### src/rtl/flash_protect_cfg.svh
`ifndef FLASH_PROTECT_CFG_SVH
`define FLASH_PROTECT_CFG_SVH

// ----------------------------------------
// Register byte offsets
// ----------------------------------------
`define FP_OFS_CTRL 8'h00
`define FP_OFS_CMD 8'h04
`define FP_OFS_ADDR 8'h08
`define FP_OFS_COUNT 8'h0c
`define FP_OFS_DATA 8'h10
`define FP_OFS_WINARG 8'h14
`define FP_OFS_FLAGS 8'h18
`define FP_OFS_STATUS 8'h1c
`define FP_OFS_IRQSTAT 8'h20
`define FP_OFS_IRQMASK 8'h24

// ----------------------------------------
// Geometry
// ----------------------------------------
`define FP_ADDR_W 18
`define FP_BLK_LSB 10
`define FP_NUM_BLOCKS 9'h100
`define FP_BOOT_BLOCKS 8'h04
`define FP_MAX_WORDS 7'h40

// ----------------------------------------
// Nonvolatile word fields (OK bits: 1 = permitted)
// ----------------------------------------
`define FP_F_ERASE_OK 0
`define FP_F_WRITE_OK 1
`define FP_F_BOOT_OK 2
`define FP_F_BOOT_FLAG 3
`define FP_F_WIN_START 8
`define FP_F_WIN_END 16
`define FP_CFG_RESET 32'h00ff000f

// ----------------------------------------
// Command opcodes
// ----------------------------------------
`define FP_OP_WRITE 4'h1
`define FP_OP_ERASE 4'h2
`define FP_OP_VERIFY 4'h3
`define FP_OP_SET_WIN 4'h4
`define FP_OP_INVERT 4'h5
`define FP_OP_SET_EP 4'h6
`define FP_OP_SET_WP 4'h7
`define FP_OP_SET_BP 4'h8
`define FP_OP_READ_FLAGS 4'h9

// ----------------------------------------
// Error codes
// ----------------------------------------
`define FP_ERR_NONE 4'h0
`define FP_ERR_BUSY 4'h1
`define FP_ERR_EPROT 4'h2
`define FP_ERR_WPROT 4'h3
`define FP_ERR_SHIELD 4'h4
`define FP_ERR_BPROT 4'h5
`define FP_ERR_PARAM 4'h6
`define FP_ERR_FAIL 4'h7
`define FP_ERR_INACTIVE 4'h8

// ----------------------------------------
// Interrupt status bits
// ----------------------------------------
`define FP_IRQ_DONE 0
`define FP_IRQ_ERR 1

`endif

### src/rtl/flash_protect_pkg.sv
package flash_protect_pkg;

  typedef enum logic [2:0] {
    MOP_PROG,
    MOP_ERASE,
    MOP_VERIFY,
    MOP_CFGWR,
    MOP_CFGRD
  } mop_e;

  typedef enum logic [2:0] {
    ST_LOAD,
    ST_LOADW,
    ST_IDLE,
    ST_RUN
  } ctl_state_e;

  typedef enum logic [1:0] {
    SQ_IDLE,
    SQ_REQ,
    SQ_NEXT
  } seq_state_e;

endpackage

### src/rtl/seq_if.sv
`timescale 1ns/1ps
interface seq_if;
  logic start;
  flash_protect_pkg::mop_e op;
  logic [17:0] addr;
  logic [6:0] count;
  logic [31:0] cfg;
  logic [5:0] bufIdx;
  logic [31:0] bufWord;
  logic done;
  logic fail;
  logic [31:0] rdata;

  modport ctl (output start, op, addr, count, cfg, bufWord,
    input bufIdx, done, fail, rdata);
  modport seq (input start, op, addr, count, cfg, bufWord,
    output bufIdx, done, fail, rdata);
endinterface

### src/rtl/flash_seq.sv
`timescale 1ns/1ps
`include "flash_protect_cfg.svh"
module flash_seq (
  input wire logic core_clk,
  input wire logic reset_n,
  seq_if.seq sq,
  output logic flashReq,
  output flash_protect_pkg::mop_e flashOp,
  output logic [17:0] flashAddr,
  output logic [31:0] flashWdata,
  input wire logic flashAck,
  input wire logic flashFail,
  input wire logic [31:0] flashRdata
);

  flash_protect_pkg::seq_state_e state;
  logic [5:0] idx;
  logic [17:0] base;
  logic [6:0] count;

  assign sq.bufIdx = idx;

  // ----------------------------------------
  // Macro sequencing
  // ----------------------------------------
  // Programming walks the buffer one word per macro request; erase and
  // verify always address the block base so one request covers a block.
  always_ff @(posedge core_clk) begin
    if (!reset_n) begin
      state <= flash_protect_pkg::SQ_IDLE;
      idx <= 6'h00;
      base <= 18'h00000;
      count <= 7'h00;
      flashReq <= 1'b0;
      flashOp <= flash_protect_pkg::MOP_CFGRD;
      flashAddr <= 18'h00000;
      flashWdata <= 32'h00000000;
      sq.done <= 1'b0;
      sq.fail <= 1'b0;
      sq.rdata <= 32'h00000000;
    end else begin
      sq.done <= 1'b0;
      case (state)
        flash_protect_pkg::SQ_IDLE: begin
          if (sq.start) begin
            flashReq <= 1'b1;
            flashOp <= sq.op;
            count <= sq.count;
            base <= sq.addr;
            flashWdata <= (sq.op == flash_protect_pkg::MOP_CFGWR) ?
              sq.cfg : sq.bufWord;
            if (sq.op == flash_protect_pkg::MOP_ERASE ||
                sq.op == flash_protect_pkg::MOP_VERIFY) begin
              flashAddr <= {sq.addr[17:10], 10'h000}; // see RULE11 RULE12
            end else begin
              flashAddr <= sq.addr;
            end
            state <= flash_protect_pkg::SQ_REQ;
          end
        end
        flash_protect_pkg::SQ_REQ: begin
          if (flashAck) begin
            flashReq <= 1'b0;
            if (!flashFail && flashOp == flash_protect_pkg::MOP_PROG &&
                ({1'b0, idx} + 7'h01) < count) begin
              idx <= idx + 6'h01; // see RULE10
              state <= flash_protect_pkg::SQ_NEXT;
            end else begin
              sq.done <= 1'b1;
              sq.fail <= flashFail;
              sq.rdata <= flashRdata;
              idx <= 6'h00;
              state <= flash_protect_pkg::SQ_IDLE;
            end
          end
        end
        flash_protect_pkg::SQ_NEXT: begin
          flashReq <= 1'b1;
          flashAddr <= base + {10'h000, idx, 2'b00};
          flashWdata <= sq.bufWord;
          state <= flash_protect_pkg::SQ_REQ;
        end
        default: begin
          state <= flash_protect_pkg::SQ_IDLE;
        end
      endcase
    end
  end

endmodule // flash_seq

### src/rtl/flash_protect_boot_swap.sv
// Overview of operation
// RULE1: Refuse write/erase outside window while active
// RULE2: Window is inclusive start and end block
// RULE3: Erase protect only moves to protected
// RULE4: Write protect only moves to protected
// RULE5: Boot protect guards primary boot area
// RULE6: Boot ok reads 1; invert while 0 errors
// RULE7: Primary and alternate boot areas can swap
// RULE8: Inverted flag boots alternate after reset
// RULE9: Boot flag command toggles, never loads
// RULE10: Program 1 to 64 four-byte words
// RULE11: Erase clears one whole block
// RULE12: Verify checks one whole block
// RULE13: Swap code must not run from boot areas
// RULE14: Software checks boot ok before inverting
// RULE15: Flags live in nonvolatile storage
//
// Register access over Avalon-MM and the register offsets are this design's own decisions.
`timescale 1ns/1ps
`include "flash_protect_cfg.svh"
module flash_protect_boot_swap (
  input wire logic core_clk,
  input wire logic reset_n,
  input wire logic [7:0] avsAddress,
  input wire logic avsRead,
  input wire logic avsWrite,
  input wire logic [31:0] avsWritedata,
  input wire logic [3:0] avsByteenable,
  output logic [31:0] avsReaddata,
  output logic avsWaitrequest,
  output logic irq,
  output logic bootFromAlt,
  output logic flashReq,
  output flash_protect_pkg::mop_e flashOp,
  output logic [17:0] flashAddr,
  output logic [31:0] flashWdata,
  input wire logic flashAck,
  input wire logic flashFail,
  input wire logic [31:0] flashRdata
);

  // ----------------------------------------
  // Declarations
  // ----------------------------------------
  flash_protect_pkg::ctl_state_e state;
  logic selfProgActive;
  logic [17:0] addrReg;
  logic [6:0] countReg;
  logic [31:0] winArg;
  logic [31:0] irqStat;
  logic [31:0] irqMask;
  logic [31:0] nvCfg;
  logic [31:0] pendCfg;
  logic [31:0] wordBuf [0:63];
  logic [5:0] wrPtr;
  logic [3:0] lastErr;
  logic cfgRun;
  logic evDone;
  logic evErr;
  logic wrAcc;
  logic cmdWr;
  logic [3:0] cmdErr;
  logic cmdCfg;
  logic cmdNoop;
  flash_protect_pkg::mop_e cmdMop;
  logic [31:0] next_cfg;
  logic [7:0] firstBlk;
  logic [7:0] lastBlk;
  logic [17:0] endAddr;

  seq_if sq ();

  // ----------------------------------------
  // Helpers
  // ----------------------------------------
  function automatic logic [7:0] blockOf(input logic [17:0] a);
    return a[17:10];
  endfunction

  function automatic logic inWindow(input logic [7:0] b,
                                    input logic [31:0] c);
    return (b >= c[15:8]) && (b <= c[23:16]); // see RULE2
  endfunction

  function automatic logic inBoot(input logic [7:0] b);
    return b < `FP_BOOT_BLOCKS;
  endfunction

  function automatic logic [31:0] mergeBe(input logic [31:0] old,
                                          input logic [31:0] d,
                                          input logic [3:0] be);
    logic [31:0] r;
    r = old;
    for (int i = 0; i < 4; i++) begin
      if (be[i]) begin
        r[i*8 +: 8] = d[i*8 +: 8];
      end
    end
    return r;
  endfunction

  assign wrAcc = avsWrite & ~avsWaitrequest;
  assign cmdWr = wrAcc && avsAddress == `FP_OFS_CMD && avsByteenable[0];

  // ----------------------------------------
  // Bus handshake and read data
  // ----------------------------------------
  // One wait cycle per access keeps read data a plain register.
  always_ff @(posedge core_clk) begin
    if (!reset_n) begin
      avsWaitrequest <= 1'b1;
      avsReaddata <= 32'h00000000;
    end else begin
      avsWaitrequest <= ~((avsRead | avsWrite) & avsWaitrequest);
      if (avsRead && avsWaitrequest) begin
        case (avsAddress)
          `FP_OFS_CTRL: avsReaddata <= {31'h0, selfProgActive};
          `FP_OFS_ADDR: avsReaddata <= {14'h0, addrReg};
          `FP_OFS_COUNT: avsReaddata <= {25'h0, countReg};
          `FP_OFS_WINARG: avsReaddata <= winArg;
          `FP_OFS_FLAGS: avsReaddata <= nvCfg; // see RULE6
          `FP_OFS_STATUS: avsReaddata <= {18'h0, wrPtr, lastErr,
            2'b00, bootFromAlt, state != flash_protect_pkg::ST_IDLE};
          `FP_OFS_IRQSTAT: avsReaddata <= irqStat;
          `FP_OFS_IRQMASK: avsReaddata <= irqMask;
          default: avsReaddata <= 32'h00000000;
        endcase
      end
    end
  end

  // ----------------------------------------
  // Software settings
  // ----------------------------------------
  always_ff @(posedge core_clk) begin
    if (!reset_n) begin
      selfProgActive <= 1'b0;
      addrReg <= 18'h00000;
      countReg <= 7'h00;
      winArg <= 32'h00000000;
      irqMask <= 32'h00000000;
    end else if (wrAcc) begin
      case (avsAddress)
        `FP_OFS_CTRL: begin
          if (avsByteenable[0]) begin
            selfProgActive <= avsWritedata[0];
          end
        end
        `FP_OFS_ADDR: addrReg <=
          18'(mergeBe({14'h0, addrReg}, avsWritedata, avsByteenable));
        `FP_OFS_COUNT: begin
          if (avsByteenable[0]) begin
            countReg <= avsWritedata[6:0];
          end
        end
        `FP_OFS_WINARG: winArg <= mergeBe(winArg, avsWritedata,
          avsByteenable);
        `FP_OFS_IRQMASK: irqMask <= mergeBe(irqMask, avsWritedata,
          avsByteenable) & 32'h00000003;
        default: begin
        end
      endcase
    end
  end

  // ----------------------------------------
  // Program data buffer
  // ----------------------------------------
  // Pointer rewinds once a command is accepted, so a new burst of data
  // always lands at word zero.
  always_ff @(posedge core_clk) begin
    if (!reset_n) begin
      wrPtr <= 6'h00;
    end else if (wrAcc && avsAddress == `FP_OFS_DATA) begin
      wordBuf[wrPtr] <= avsWritedata; // see RULE10
      wrPtr <= wrPtr + 6'h01;
    end else if (cmdWr && state == flash_protect_pkg::ST_IDLE) begin
      wrPtr <= 6'h00;
    end
  end

  assign sq.bufWord = wordBuf[sq.bufIdx];

  // ----------------------------------------
  // Command checking
  // ----------------------------------------
  assign endAddr = addrReg + {9'h000, countReg - 7'h01, 2'b00};
  assign firstBlk = blockOf(addrReg);
  assign lastBlk = blockOf(endAddr);

  always_comb begin
    cmdErr = `FP_ERR_NONE;
    cmdCfg = 1'b0;
    cmdNoop = 1'b0;
    cmdMop = flash_protect_pkg::MOP_PROG;
    next_cfg = nvCfg;
    case (avsWritedata[3:0])
      `FP_OP_WRITE: begin
        if (countReg == 7'h00 || countReg > `FP_MAX_WORDS) begin
          cmdErr = `FP_ERR_PARAM; // see RULE10
        end else if (!nvCfg[`FP_F_WRITE_OK]) begin
          cmdErr = `FP_ERR_WPROT; // see RULE4
        end else if (!inWindow(firstBlk, nvCfg) ||
                     !inWindow(lastBlk, nvCfg)) begin
          cmdErr = `FP_ERR_SHIELD; // see RULE1
        end else if (!nvCfg[`FP_F_BOOT_OK] &&
                     (inBoot(firstBlk) || inBoot(lastBlk))) begin
          cmdErr = `FP_ERR_BPROT; // see RULE5
        end
      end
      `FP_OP_ERASE: begin
        cmdMop = flash_protect_pkg::MOP_ERASE;
        if (!nvCfg[`FP_F_ERASE_OK]) begin
          cmdErr = `FP_ERR_EPROT; // see RULE3
        end else if (!inWindow(firstBlk, nvCfg)) begin
          cmdErr = `FP_ERR_SHIELD; // see RULE1
        end else if (!nvCfg[`FP_F_BOOT_OK] && inBoot(firstBlk)) begin
          cmdErr = `FP_ERR_BPROT; // see RULE5
        end
      end
      `FP_OP_VERIFY: begin
        cmdMop = flash_protect_pkg::MOP_VERIFY; // see RULE12
      end
      `FP_OP_SET_WIN: begin
        cmdCfg = 1'b1;
        if (winArg[7:0] > winArg[15:8]) begin
          cmdErr = `FP_ERR_PARAM;
        end
        next_cfg[`FP_F_WIN_START +: 8] = winArg[7:0]; // see RULE2
        next_cfg[`FP_F_WIN_END +: 8] = winArg[15:8];
      end
      `FP_OP_INVERT: begin
        cmdCfg = 1'b1;
        if (!nvCfg[`FP_F_BOOT_OK]) begin
          cmdErr = `FP_ERR_BPROT; // see RULE6
        end
        next_cfg[`FP_F_BOOT_FLAG] = ~nvCfg[`FP_F_BOOT_FLAG]; // see RULE9
      end
      `FP_OP_SET_EP: begin
        cmdCfg = 1'b1;
        next_cfg[`FP_F_ERASE_OK] = 1'b0; // see RULE3
      end
      `FP_OP_SET_WP: begin
        cmdCfg = 1'b1;
        next_cfg[`FP_F_WRITE_OK] = 1'b0; // see RULE4
      end
      `FP_OP_SET_BP: begin
        cmdCfg = 1'b1;
        next_cfg[`FP_F_BOOT_OK] = 1'b0; // see RULE5
      end
      `FP_OP_READ_FLAGS: begin
        cmdNoop = 1'b1;
      end
      default: begin
        cmdErr = `FP_ERR_PARAM;
      end
    endcase
    if (!selfProgActive && !cmdNoop) begin
      cmdErr = `FP_ERR_INACTIVE;
    end
  end

  // ----------------------------------------
  // Control sequence
  // ----------------------------------------
  // Flags are only committed after the nonvolatile write succeeds, so a
  // failed write leaves the previous protection in force.
  always_ff @(posedge core_clk) begin
    if (!reset_n) begin
      state <= flash_protect_pkg::ST_LOAD;
      nvCfg <= `FP_CFG_RESET;
      pendCfg <= `FP_CFG_RESET;
      lastErr <= `FP_ERR_NONE;
      cfgRun <= 1'b0;
      bootFromAlt <= 1'b0;
      evDone <= 1'b0;
      evErr <= 1'b0;
      sq.start <= 1'b0;
      sq.op <= flash_protect_pkg::MOP_CFGRD;
      sq.addr <= 18'h00000;
      sq.count <= 7'h00;
      sq.cfg <= 32'h00000000;
    end else begin
      sq.start <= 1'b0;
      evDone <= 1'b0;
      evErr <= 1'b0;
      case (state)
        flash_protect_pkg::ST_LOAD: begin
          sq.start <= 1'b1;
          sq.op <= flash_protect_pkg::MOP_CFGRD; // see RULE15
          state <= flash_protect_pkg::ST_LOADW;
        end
        flash_protect_pkg::ST_LOADW: begin
          if (sq.done) begin
            nvCfg <= sq.rdata;
            bootFromAlt <= ~sq.rdata[`FP_F_BOOT_FLAG]; // see RULE7 RULE8
            state <= flash_protect_pkg::ST_IDLE;
          end
        end
        flash_protect_pkg::ST_IDLE: begin
          if (cmdWr) begin
            if (cmdErr != `FP_ERR_NONE) begin
              lastErr <= cmdErr;
              evErr <= 1'b1;
              evDone <= 1'b1;
            end else if (cmdNoop) begin
              lastErr <= `FP_ERR_NONE;
              evDone <= 1'b1;
            end else begin
              lastErr <= `FP_ERR_NONE;
              sq.start <= 1'b1;
              sq.addr <= addrReg;
              sq.count <= countReg;
              cfgRun <= cmdCfg;
              pendCfg <= next_cfg;
              sq.cfg <= next_cfg;
              sq.op <= cmdCfg ? flash_protect_pkg::MOP_CFGWR : cmdMop;
              state <= flash_protect_pkg::ST_RUN;
            end
          end
        end
        flash_protect_pkg::ST_RUN: begin
          if (sq.done) begin
            evDone <= 1'b1;
            if (sq.fail) begin
              lastErr <= `FP_ERR_FAIL;
              evErr <= 1'b1;
            end else if (cfgRun) begin
              nvCfg <= pendCfg; // see RULE15
            end
            state <= flash_protect_pkg::ST_IDLE;
          end
        end
        default: begin
          state <= flash_protect_pkg::ST_IDLE;
        end
      endcase
      if (cmdWr && state != flash_protect_pkg::ST_IDLE) begin
        lastErr <= `FP_ERR_BUSY;
        evErr <= 1'b1;
      end
    end
  end

  // ----------------------------------------
  // Interrupts
  // ----------------------------------------
  // A set in the same cycle as a write-one-to-clear wins.
  always_ff @(posedge core_clk) begin
    if (!reset_n) begin
      irqStat <= 32'h00000000;
      irq <= 1'b0;
    end else begin
      if (wrAcc && avsAddress == `FP_OFS_IRQSTAT && avsByteenable[0]) begin
        irqStat <= (irqStat & ~avsWritedata & 32'h00000003) |
          {30'h0, evErr, evDone};
      end else begin
        irqStat <= irqStat | {30'h0, evErr, evDone};
      end
      irq <= |(irqStat & irqMask);
    end
  end

  // ----------------------------------------
  // Flash macro sequencer
  // ----------------------------------------
  flash_seq u_seq (
    .core_clk(core_clk),
    .reset_n(reset_n),
    .sq(sq.seq),
    .flashReq(flashReq),
    .flashOp(flashOp),
    .flashAddr(flashAddr),
    .flashWdata(flashWdata),
    .flashAck(flashAck),
    .flashFail(flashFail),
    .flashRdata(flashRdata)
  );

endmodule // flash_protect_boot_swap

### config.mk
export PLATFORM = sky130hd
export DESIGN_NAME = flash_protect_boot_swap
export DESIGN_NICKNAME = d
export VERILOG_FILES = /design/src/rtl/flash_protect_pkg.sv /design/src/rtl/seq_if.sv /design/src/rtl/flash_seq.sv /design/src/rtl/flash_protect_boot_swap.sv
export VERILOG_INCLUDE_DIRS = /design/src /design/src/rtl
export SDC_FILE = /design/constraint.sdc
export NUM_CORES = 2
export LEC_CHECK = 0
export ABC_CLOCK_PERIOD_IN_PS = 4740
export BUFFER_PORTS_ARGS = -buffer_cell sky130_fd_sc_hd__buf_2
export CAP_MARGIN = 15
export CORE_UTILIZATION = 45
export DETAILED_ROUTE_END_ITERATION = 8
export GPL_ROUTABILITY_DRIVEN = 0
export SKIP_CTS_REPAIR_TIMING = 1
export SYNTH_ARGS = -nofsm -noshare
export SYNTH_HDL_FRONTEND = slang
export SYNTH_SLANG_ARGS = --single-unit
### constraint.sdc
create_clock -name core_clk -period 4.74 [get_ports core_clk]
set_input_delay 0.948 -clock core_clk [delete_from_list [all_inputs] [get_ports core_clk]]
set_output_delay 0.948 -clock core_clk [all_outputs]
set_load 0.005 [all_outputs]
Word-level counts from Yosys, hierarchy flattened
Memories as Yosys holds them, arrays and structs flattened. A register that Yosys moved wholly into a read port is not among the register bits.
Index checks and enable logic that the tools add are counted.
W data, S select, Z words.
- flip-flop bits (word level): 389
- bits in writable memories: 2048
- input port bits: 82
- output and inout port bits: 89
- logic and storage cells: 259
- memories: 1
- add/sub/neg operators: 6
- order comparisons: 9
- equal/unequal tests: 41
- muxes and demuxes: 79
- bitwise logic cells: 16
- reductions and logical operators: 67
- memories (name ; depth ; bits a word ; rd ports ; clocked after Yosys merged registers in ; wr ports ; line ; RTL):
    wordBuf ; 64 ; 32 ; 1 ; 1 ; 1 ; flash_protect_boot_swap.sv:54 ; logic [31:0] wordBuf [0:63];
- operators by type and width (cell ; count):
    $pmux W32 S8 ; 1
    $mux W32 ; 7
    $pmux W32 S2 ; 2
    $mux W3 ; 17
    $reduce_and A3 Y1 ; 13
    $pmux W18 S2 ; 1
    $and A32 B2 Y32 ; 1
    $eq A8 B5 Y1 const B ; 4
    $or A32 B2 Y32 ; 1
    $reduce_or A32 Y1 ; 1
    $mux W6 ; 5
    $mux W1 ; 25
    $mux W4 ; 5
    $reduce_and A4 Y1 ; 5
    $add A18 B8 Y18 ; 1
    $add A18 B9 Y18 ; 1
    $mux W18 ; 1
    $eq A4 B3 Y1 const B ; 4
    $eq A8 B4 Y1 const B ; 2
    $eq A8 B6 Y1 const B ; 2
    $ge A8 B8 Y1 ; 2
    $le A8 B8 Y1 ; 2
    $lt A8 B3 Y1 const B ; 2
    $mux W16 ; 1
    other kinds (47) ; 112

Depth between registers and ports, before layout
- word-level depth: 16
- mapped depth: 24
- mapped depth without buffers: 22

Modules after synthesis
From an unflattened synthesis, not the netlist that was laid out.
- cells, all modules: 4871
- area total of the unflattened synthesis: 94172.8 um^2
- modules (own cells, without submodules) (module ; times used ; cells each ; area an instance (um^2) ; sequential area each (um^2)):
    flash_protect_boot_swap ; 1 ; 4239 ; 88508.6 ; 65843.1
    flash_seq ; 1 ; 632 ; 5664.2 ; 2422.3

Worst setup path before layout
Ideal clock, no wire load.
- path kind: reg2reg
- from: reg countReg[0]
- to: reg sq.start
- setup time: 0.079 ns
- arrival time: 4.457 ns
- data required time: 4.661 ns
- path slack: 0.203 ns
- stages on the path, launching flop included: 23
- buffers on the path: 1
- clock period less this slack: 4.537 ns
- cells stage by stage: dfxtp_1 > or3_1 > nor3_1 > xor2_1 > ha_1 > nand2_1 > o21ai_0 > or2_1 > o21ai_0 > a21boi_0 > and3_1 > xor2_1 > ha_1 > and4_1 > nand2_1 > a21oi_1 > nor4b_1 > nor3_1 > nor4_4 > a31oi_2 > buf_6 > or3_4 > a211oi_2
- word-level cells in the longest chain between the ends: 15
- elaborated cells between the ends (all ways): 23
- classes of those cells: add/sub: 2; order compare: 4; mux: 9; reduce/logical: 8
- RTL lines (element ; line ; RTL):
    start, declared ; flash_protect_boot_swap.sv:48 ; logic [6:0] countReg;
    start signal, assigned ; flash_protect_boot_swap.sv:153 ; countReg <= avsWritedata[6:0];
    $sub A7 B1 Y7 ; flash_protect_boot_swap.sv:187 ; assign endAddr = addrReg + {9'h000, countReg - 7'h01, 2'b00};
    $add A18 B9 Y18 ; flash_protect_boot_swap.sv:187 ;
    $lt A8 B3 Y1 (no line), or another cell as far along ; -- ;
    $logic_or A1 B1 Y1 / $logic_and A1 B1 Y1 (equally long branches) ; flash_protect_boot_swap.sv:207, flash_protect_boot_swap.sv:82 ;
    $logic_and A1 B1 Y1 / $logic_not A1 Y1 (equally long branches) ; flash_protect_boot_swap.sv:206, flash_protect_boot_swap.sv:204 ;
    $mux W3 / $logic_or A1 B1 Y1 (equally long branches) ; flash_protect_boot_swap.sv:206, flash_protect_boot_swap.sv:203 ;
    $mux W3 ; flash_protect_boot_swap.sv:203 ; end else if (!inWindow(firstBlk, nvCfg) ||
    $mux W3 ; flash_protect_boot_swap.sv:201 ; end else if (!nvCfg[`FP_F_WRITE_OK]) begin
    $mux W3 * ; flash_protect_boot_swap.sv:199 ; if (countReg == 7'h00 || countReg > `FP_MAX_WORDS) begin
    $pmux W3 S5 * ; flash_protect_boot_swap.sv:197 ; case (avsWritedata[3:0])
    $mux W4 * ; flash_protect_boot_swap.sv:258 ; if (!selfProgActive && !cmdNoop) begin
    $reduce_bool A4 Y1 (no line) * ; -- ;
    $mux W1 * ; flash_protect_boot_swap.sv:302 ; if (cmdErr != `FP_ERR_NONE) begin
    $mux W1 * ; flash_protect_boot_swap.sv:301 ; if (cmdWr) begin
    $pmux W1 S2 * ; flash_protect_boot_swap.sv:287 ; case (state)
    end signal, assigned ; flash_protect_boot_swap.sv:284 ; sq.start <= 1'b0;
    end signal, assigned ; flash_protect_boot_swap.sv:289 ; sq.start <= 1'b1;
    end signal, assigned ; flash_protect_boot_swap.sv:311 ; sq.start <= 1'b1;
    end, declared ; seq_if.sv:3 ; logic start;
Mark *: on every way between the ends. The rest lies on a longest branch, timed or not.
A chain may end at the register's enable or synchronous reset.

Final worst setup path
- from: reg countReg[1]
- to: reg sq.op[0]
- word-level cells in the longest chain between the ends: 14
- elaborated cells between the ends (all ways): 22
- classes of those cells: add/sub: 2; order compare: 4; eq/ne: 1; mux: 6; reduce/logical: 9
- RTL lines (element ; line ; RTL):
    $sub A7 B1 Y7 ; flash_protect_boot_swap.sv:187 ;
    $add A18 B9 Y18 ; flash_protect_boot_swap.sv:187 ;
    $lt A8 B3 Y1 (no line), or another cell as far along ; -- ;
    $logic_or A1 B1 Y1 / $logic_and A1 B1 Y1 (equally long branches) ; flash_protect_boot_swap.sv:207, flash_protect_boot_swap.sv:82 ;
    $logic_and A1 B1 Y1 / $logic_not A1 Y1 (equally long branches) ; flash_protect_boot_swap.sv:206, flash_protect_boot_swap.sv:204 ;
    $mux W3 / $logic_or A1 B1 Y1 (equally long branches) ; flash_protect_boot_swap.sv:206, flash_protect_boot_swap.sv:203 ;
    $mux W3 ; flash_protect_boot_swap.sv:203 ;
    $mux W3 ; flash_protect_boot_swap.sv:201 ;
    $mux W3 * ; flash_protect_boot_swap.sv:199 ;
    $pmux W3 S5 * ; flash_protect_boot_swap.sv:197 ;
    $mux W4 * ; flash_protect_boot_swap.sv:258 ;
    $reduce_bool A4 Y1 (no line) * ; -- ;
    $ne A2 B2 Y1 (no line) * ; -- ;
    $reduce_and A4 Y1 (no line) * ; -- ;
    end signal, assigned ; flash_protect_boot_swap.sv:279 ; sq.op <= flash_protect_pkg::MOP_CFGRD;
    end signal, assigned ; flash_protect_boot_swap.sv:290 ; sq.op <= flash_protect_pkg::MOP_CFGRD;
    end signal, assigned ; flash_protect_boot_swap.sv:317 ; sq.op <= cmdCfg ? flash_protect_pkg::MOP_CFGWR : cmdMop;
    end, declared ; seq_if.sv:4 ; flash_protect_pkg::mop_e op;
Marks and branches as above.

==> qor.txt <==
result of the run = complete, but fails checks
violations in the final reports = setup timing
clock tree from TritonCTS = yes
synthesized-area fraction occupied by xor and xnor cells = 0.327%
launch point of the worst hold path = avsRead
Vert. Die Dim = 459 um
total routed wirelength = 273 mm
via count = 51,457
clock input transition at the sequential cells of the worst setup and hold paths = 0.07 ns
leak pwr = 0.0340 uW
final standard cell utilization of the core = 52.5%
average wire per cell in the routed design = 32.6 um
count of state elements after synthesis = 2,392
Worst Path Max Fanout = 7
Root Buffer Master = clkbuf_16
Die Wd = 459 um
family with the most delay on the worst path = simple AND/OR/NAND/NOR gates
fraction of registers with async set/reset = 0%
Largest stage delay, worst path = 0.46 ns
cell-internal power = 33,100 uW
IR drop worst, VDD = 392 uV
clock network fraction of design power = 43.5%
share of Yosys cell area claimed by the top area cell type = 65.5%
first-pass iteration count of the detailed router = 6
final HPWL from detailed placement = 167 mm
post-synthesis instance total = 4,957
global route overflow = 0
most used cells in the layout excluding fill and tap cells = edfxtp_1, mux4_2, dfxtp_1
Post-synth EDFFs = 2,048
cell with the biggest individual delay on the critical path = or3_4
leading cell type in the layout, fill and taps excluded = edfxtp_1
DRC violations left = 0
logic depth of the worst register-to-register path = 20
DR iter-0 viols = 6,992
vias per cell = 6.15
Least-Margin Pin Slew = 1.07 ns
worst slack at placement = -0.314 ns
fin nets = 5,517
setup repair after global routing missed its margin = yes
largest family of logic cells by synthesized area = multiplexers
multiplexer share of the synthesized area = 16.9%
sequential group share of total power = 54.6%
main area contributors after synthesis = edfxtp_1, mux4_2, dfxtp_1
complex-gate fraction of the synthesized area = 3.97%
share of total power in combinational logic = 1.9%
global-route wire length before repair = 382 mm
ratio of final minimum period to clock period = 102%
Syn-to-layout area delta = 15.9%
sum of negative setup slack = -2.85 ns
Critical Path Stages = 20
cell depth of the worst hold path = 2
cell area after layout = 109,000 um2
critical path capture point type = register
number of nets with antenna violations after detailed routing = 0
RR Endpoint = sq.op[0]$_SDFFE_PN0P_
highest metal layer with signal wires = met5
yosys warns = 0
synthesized area divided by synthesized cell count = 18.9 um2
most frequently used flop master after synthesis = edfxtp_1
Relative slew margins = 28.4%
DP Area = 101,000 um2
initial antenna violation count = 15
cell accounting for the most synthesized area = edfxtp_1
net switching power = 8730 uW
clk_skew = 0.0589 ns
CTS max path bufs = 3
share of synthesized area occupied by flip-flops and latches = 72.9%
fraction of the mapped netlist area in adder cells = 0.834%
post-synthesis simple-gate area fraction = 3.60%
maximum number of pins on one net before global-route repair = 89
worst flop-to-flop path startpoint = countReg[1]$_SDFFE_PN0P_
data arrival time of the worst path = 5.59 ns
routed metal-1 wire length = 113 mm
clk_lat worst skew = 0.88 ns
number of max-cap violations = 0
Final min period = 4.85 ns
met3 WL = 23.5 mm
Sinks on Clock Net = 2,392
Setup CP Type = reg2reg
total clock buffers created by CTS = 232
Hold Path Class = in2reg
met2 WL = 128 mm
Critical Path Source = countReg[1]$_SDFFE_PN0P_
Worst Path Required = 5.48 ns
Crit path buffers/inverters = 1
via count of the first global-routing pass = 49,830
endpoints failing hold = 0
site row count = 167
depth of the CTS H-tree = 4
Core ar. = 207,000 um2
die area = 210,000 um2
Register-to-Register Setup Slack = -0.11 ns
Max Clk Rate = 206 MHz
switching share of power = 20.9%
count of non-filler cells in the finished layout = 8,370
# placed instances = 7,912
count of final setup violators = 52
Startpoint Class = register
I/O Buffers = 170
number of unique standard cell types used by synthesis = 76
Initial Util = 45.3%
top-level port count = 171
Worst Hold End = avsWaitrequest$_SDFF_PN1_
Overall Global Routing Usage = 25.7%
Power Density = 385 nW/um2
Slew Limit Fails = 0
share of layout cells above drive strength 1 = 29.8%
Syn Nets = 5,101
Worst Setup Slack, final = -0.111 ns
Post-Synthesis Cell Area = 93,900 um2
ordered list of cells on the worst path = or3_4 > nor3_4 > xor2_1 > ha_1 > nand2_2 > buf_4 > a21oi_2 > a21oi_4 > o31a_1 > or2_2 > ha_1 > and4_4 > nand2_1 > a21oi_2 > nor4b_4 > nor3_4 > nor4_4 > a31oi_4 > or3_4 > a21o_1
logic make-up (layout without fill, tap and decap cells):
family | after synthesis | count (layout)
multiplexers | 753 | 753
AO/OA/AOI/OAI | 600 | 600
XOR/XNOR | 35 | 35
AND/OR/NAND/NOR | 750 | 750
flip-flops | 2392 | 2392
other | 0 | 3
buffers and inverters | 365 | 987
adder cells (fa/ha/maj) | 62 | 62
stage by stage:
step | power (uW) | hold slack, ns
finish | 41900 | 0.282
global route | 43000 | 0.250
CTS | 42100 | 0.228
detailed placement | 24000 | 0.432
global placement | 24000 | 0.419
floorplan | 23500 | 0.413
worst max-delay path by stage:
stage	endpoint	slack, ns
after detailed placement	evDone$_SDFF_PN0_	-0.31
after global routing	pendCfg[15]$_SDFFE_PN0P_	-0.29
final	sq.op[0]$_SDFFE_PN0P_	-0.11
after floorplan	sq.start$_SDFF_PN0_	0.20
after global placement	evDone$_SDFF_PN0_	-0.29
after CTS	evDone$_SDFF_PN0_	-0.35
state kept, by name (all words and copies together), names as in the netlist, 6 cells and up, named ones only:
signal / count
wordBuf: 2048
avsReaddata: 32
nvCfg: 32
pendCfg: 32
u_seq.flashWdata: 32
u_seq.sq.rdata: 32
winArg: 32
addrReg: 18
sq.addr: 18
u_seq.base: 18
u_seq.flashAddr: 18
sq.cfg: 12
countReg: 7
sq.count: 7
u_seq.count: 7
u_seq.sq.bufIdx: 6
wrPtr: 6
power groups by stage:
stage	combinational, uW	clock [uW]	sequential [uW]
5_1_grt	824	19300	22900
6_report	779	18200	22900
3_5_place_dp	703	0	23300
2_1_floorplan	196	0	23300
4_1_cts	704	18500	22900
3_3_place_gp	683	0	23300
layer usage:
metal,global-route usage [%],up-vias
met1,37.2,27395
met5,0,-
met3,4.56,392
li1,-,21082
met4,7.70,8
met2,40.0,2580
cells in the mapped netlist (8+ instances only):
master,n
a211oi_1,31
a21boi_0,8
a21o_1,27
a21oi_1,227
a222oi_1,16
a22oi_1,42
a311oi_1,23
and3_1,13
buf_1,27
buf_2,71
clkbuf_1,214
dfxtp_1,344
edfxtp_1,2048
ha_1,61
inv_1,51
mux2i_1,89
mux4_2,662
nand2_1,203
nand2b_1,8
nand3_1,135
nand4_1,9
nor2_1,283
nor2b_1,21
nor3_1,18
o211a_1,11
o21ai_0,144
o311ai_0,12
or3_1,9
xnor2_1,25
xor2_1,10
cell type report:
class / instances / area [um2]
sequential: 2392 / 68400
fill: 16260 / 98400
multi-input combinational: 2200 / 25000
clock buffer: 304 / 6210
inverter: 51 / 199
antenna: 3 / 7.51
tap: 2788 / 3490
timing repair buffer: 496 / 4230
clock inverter: 136 / 1280
(Power assumes the default switching activity.)
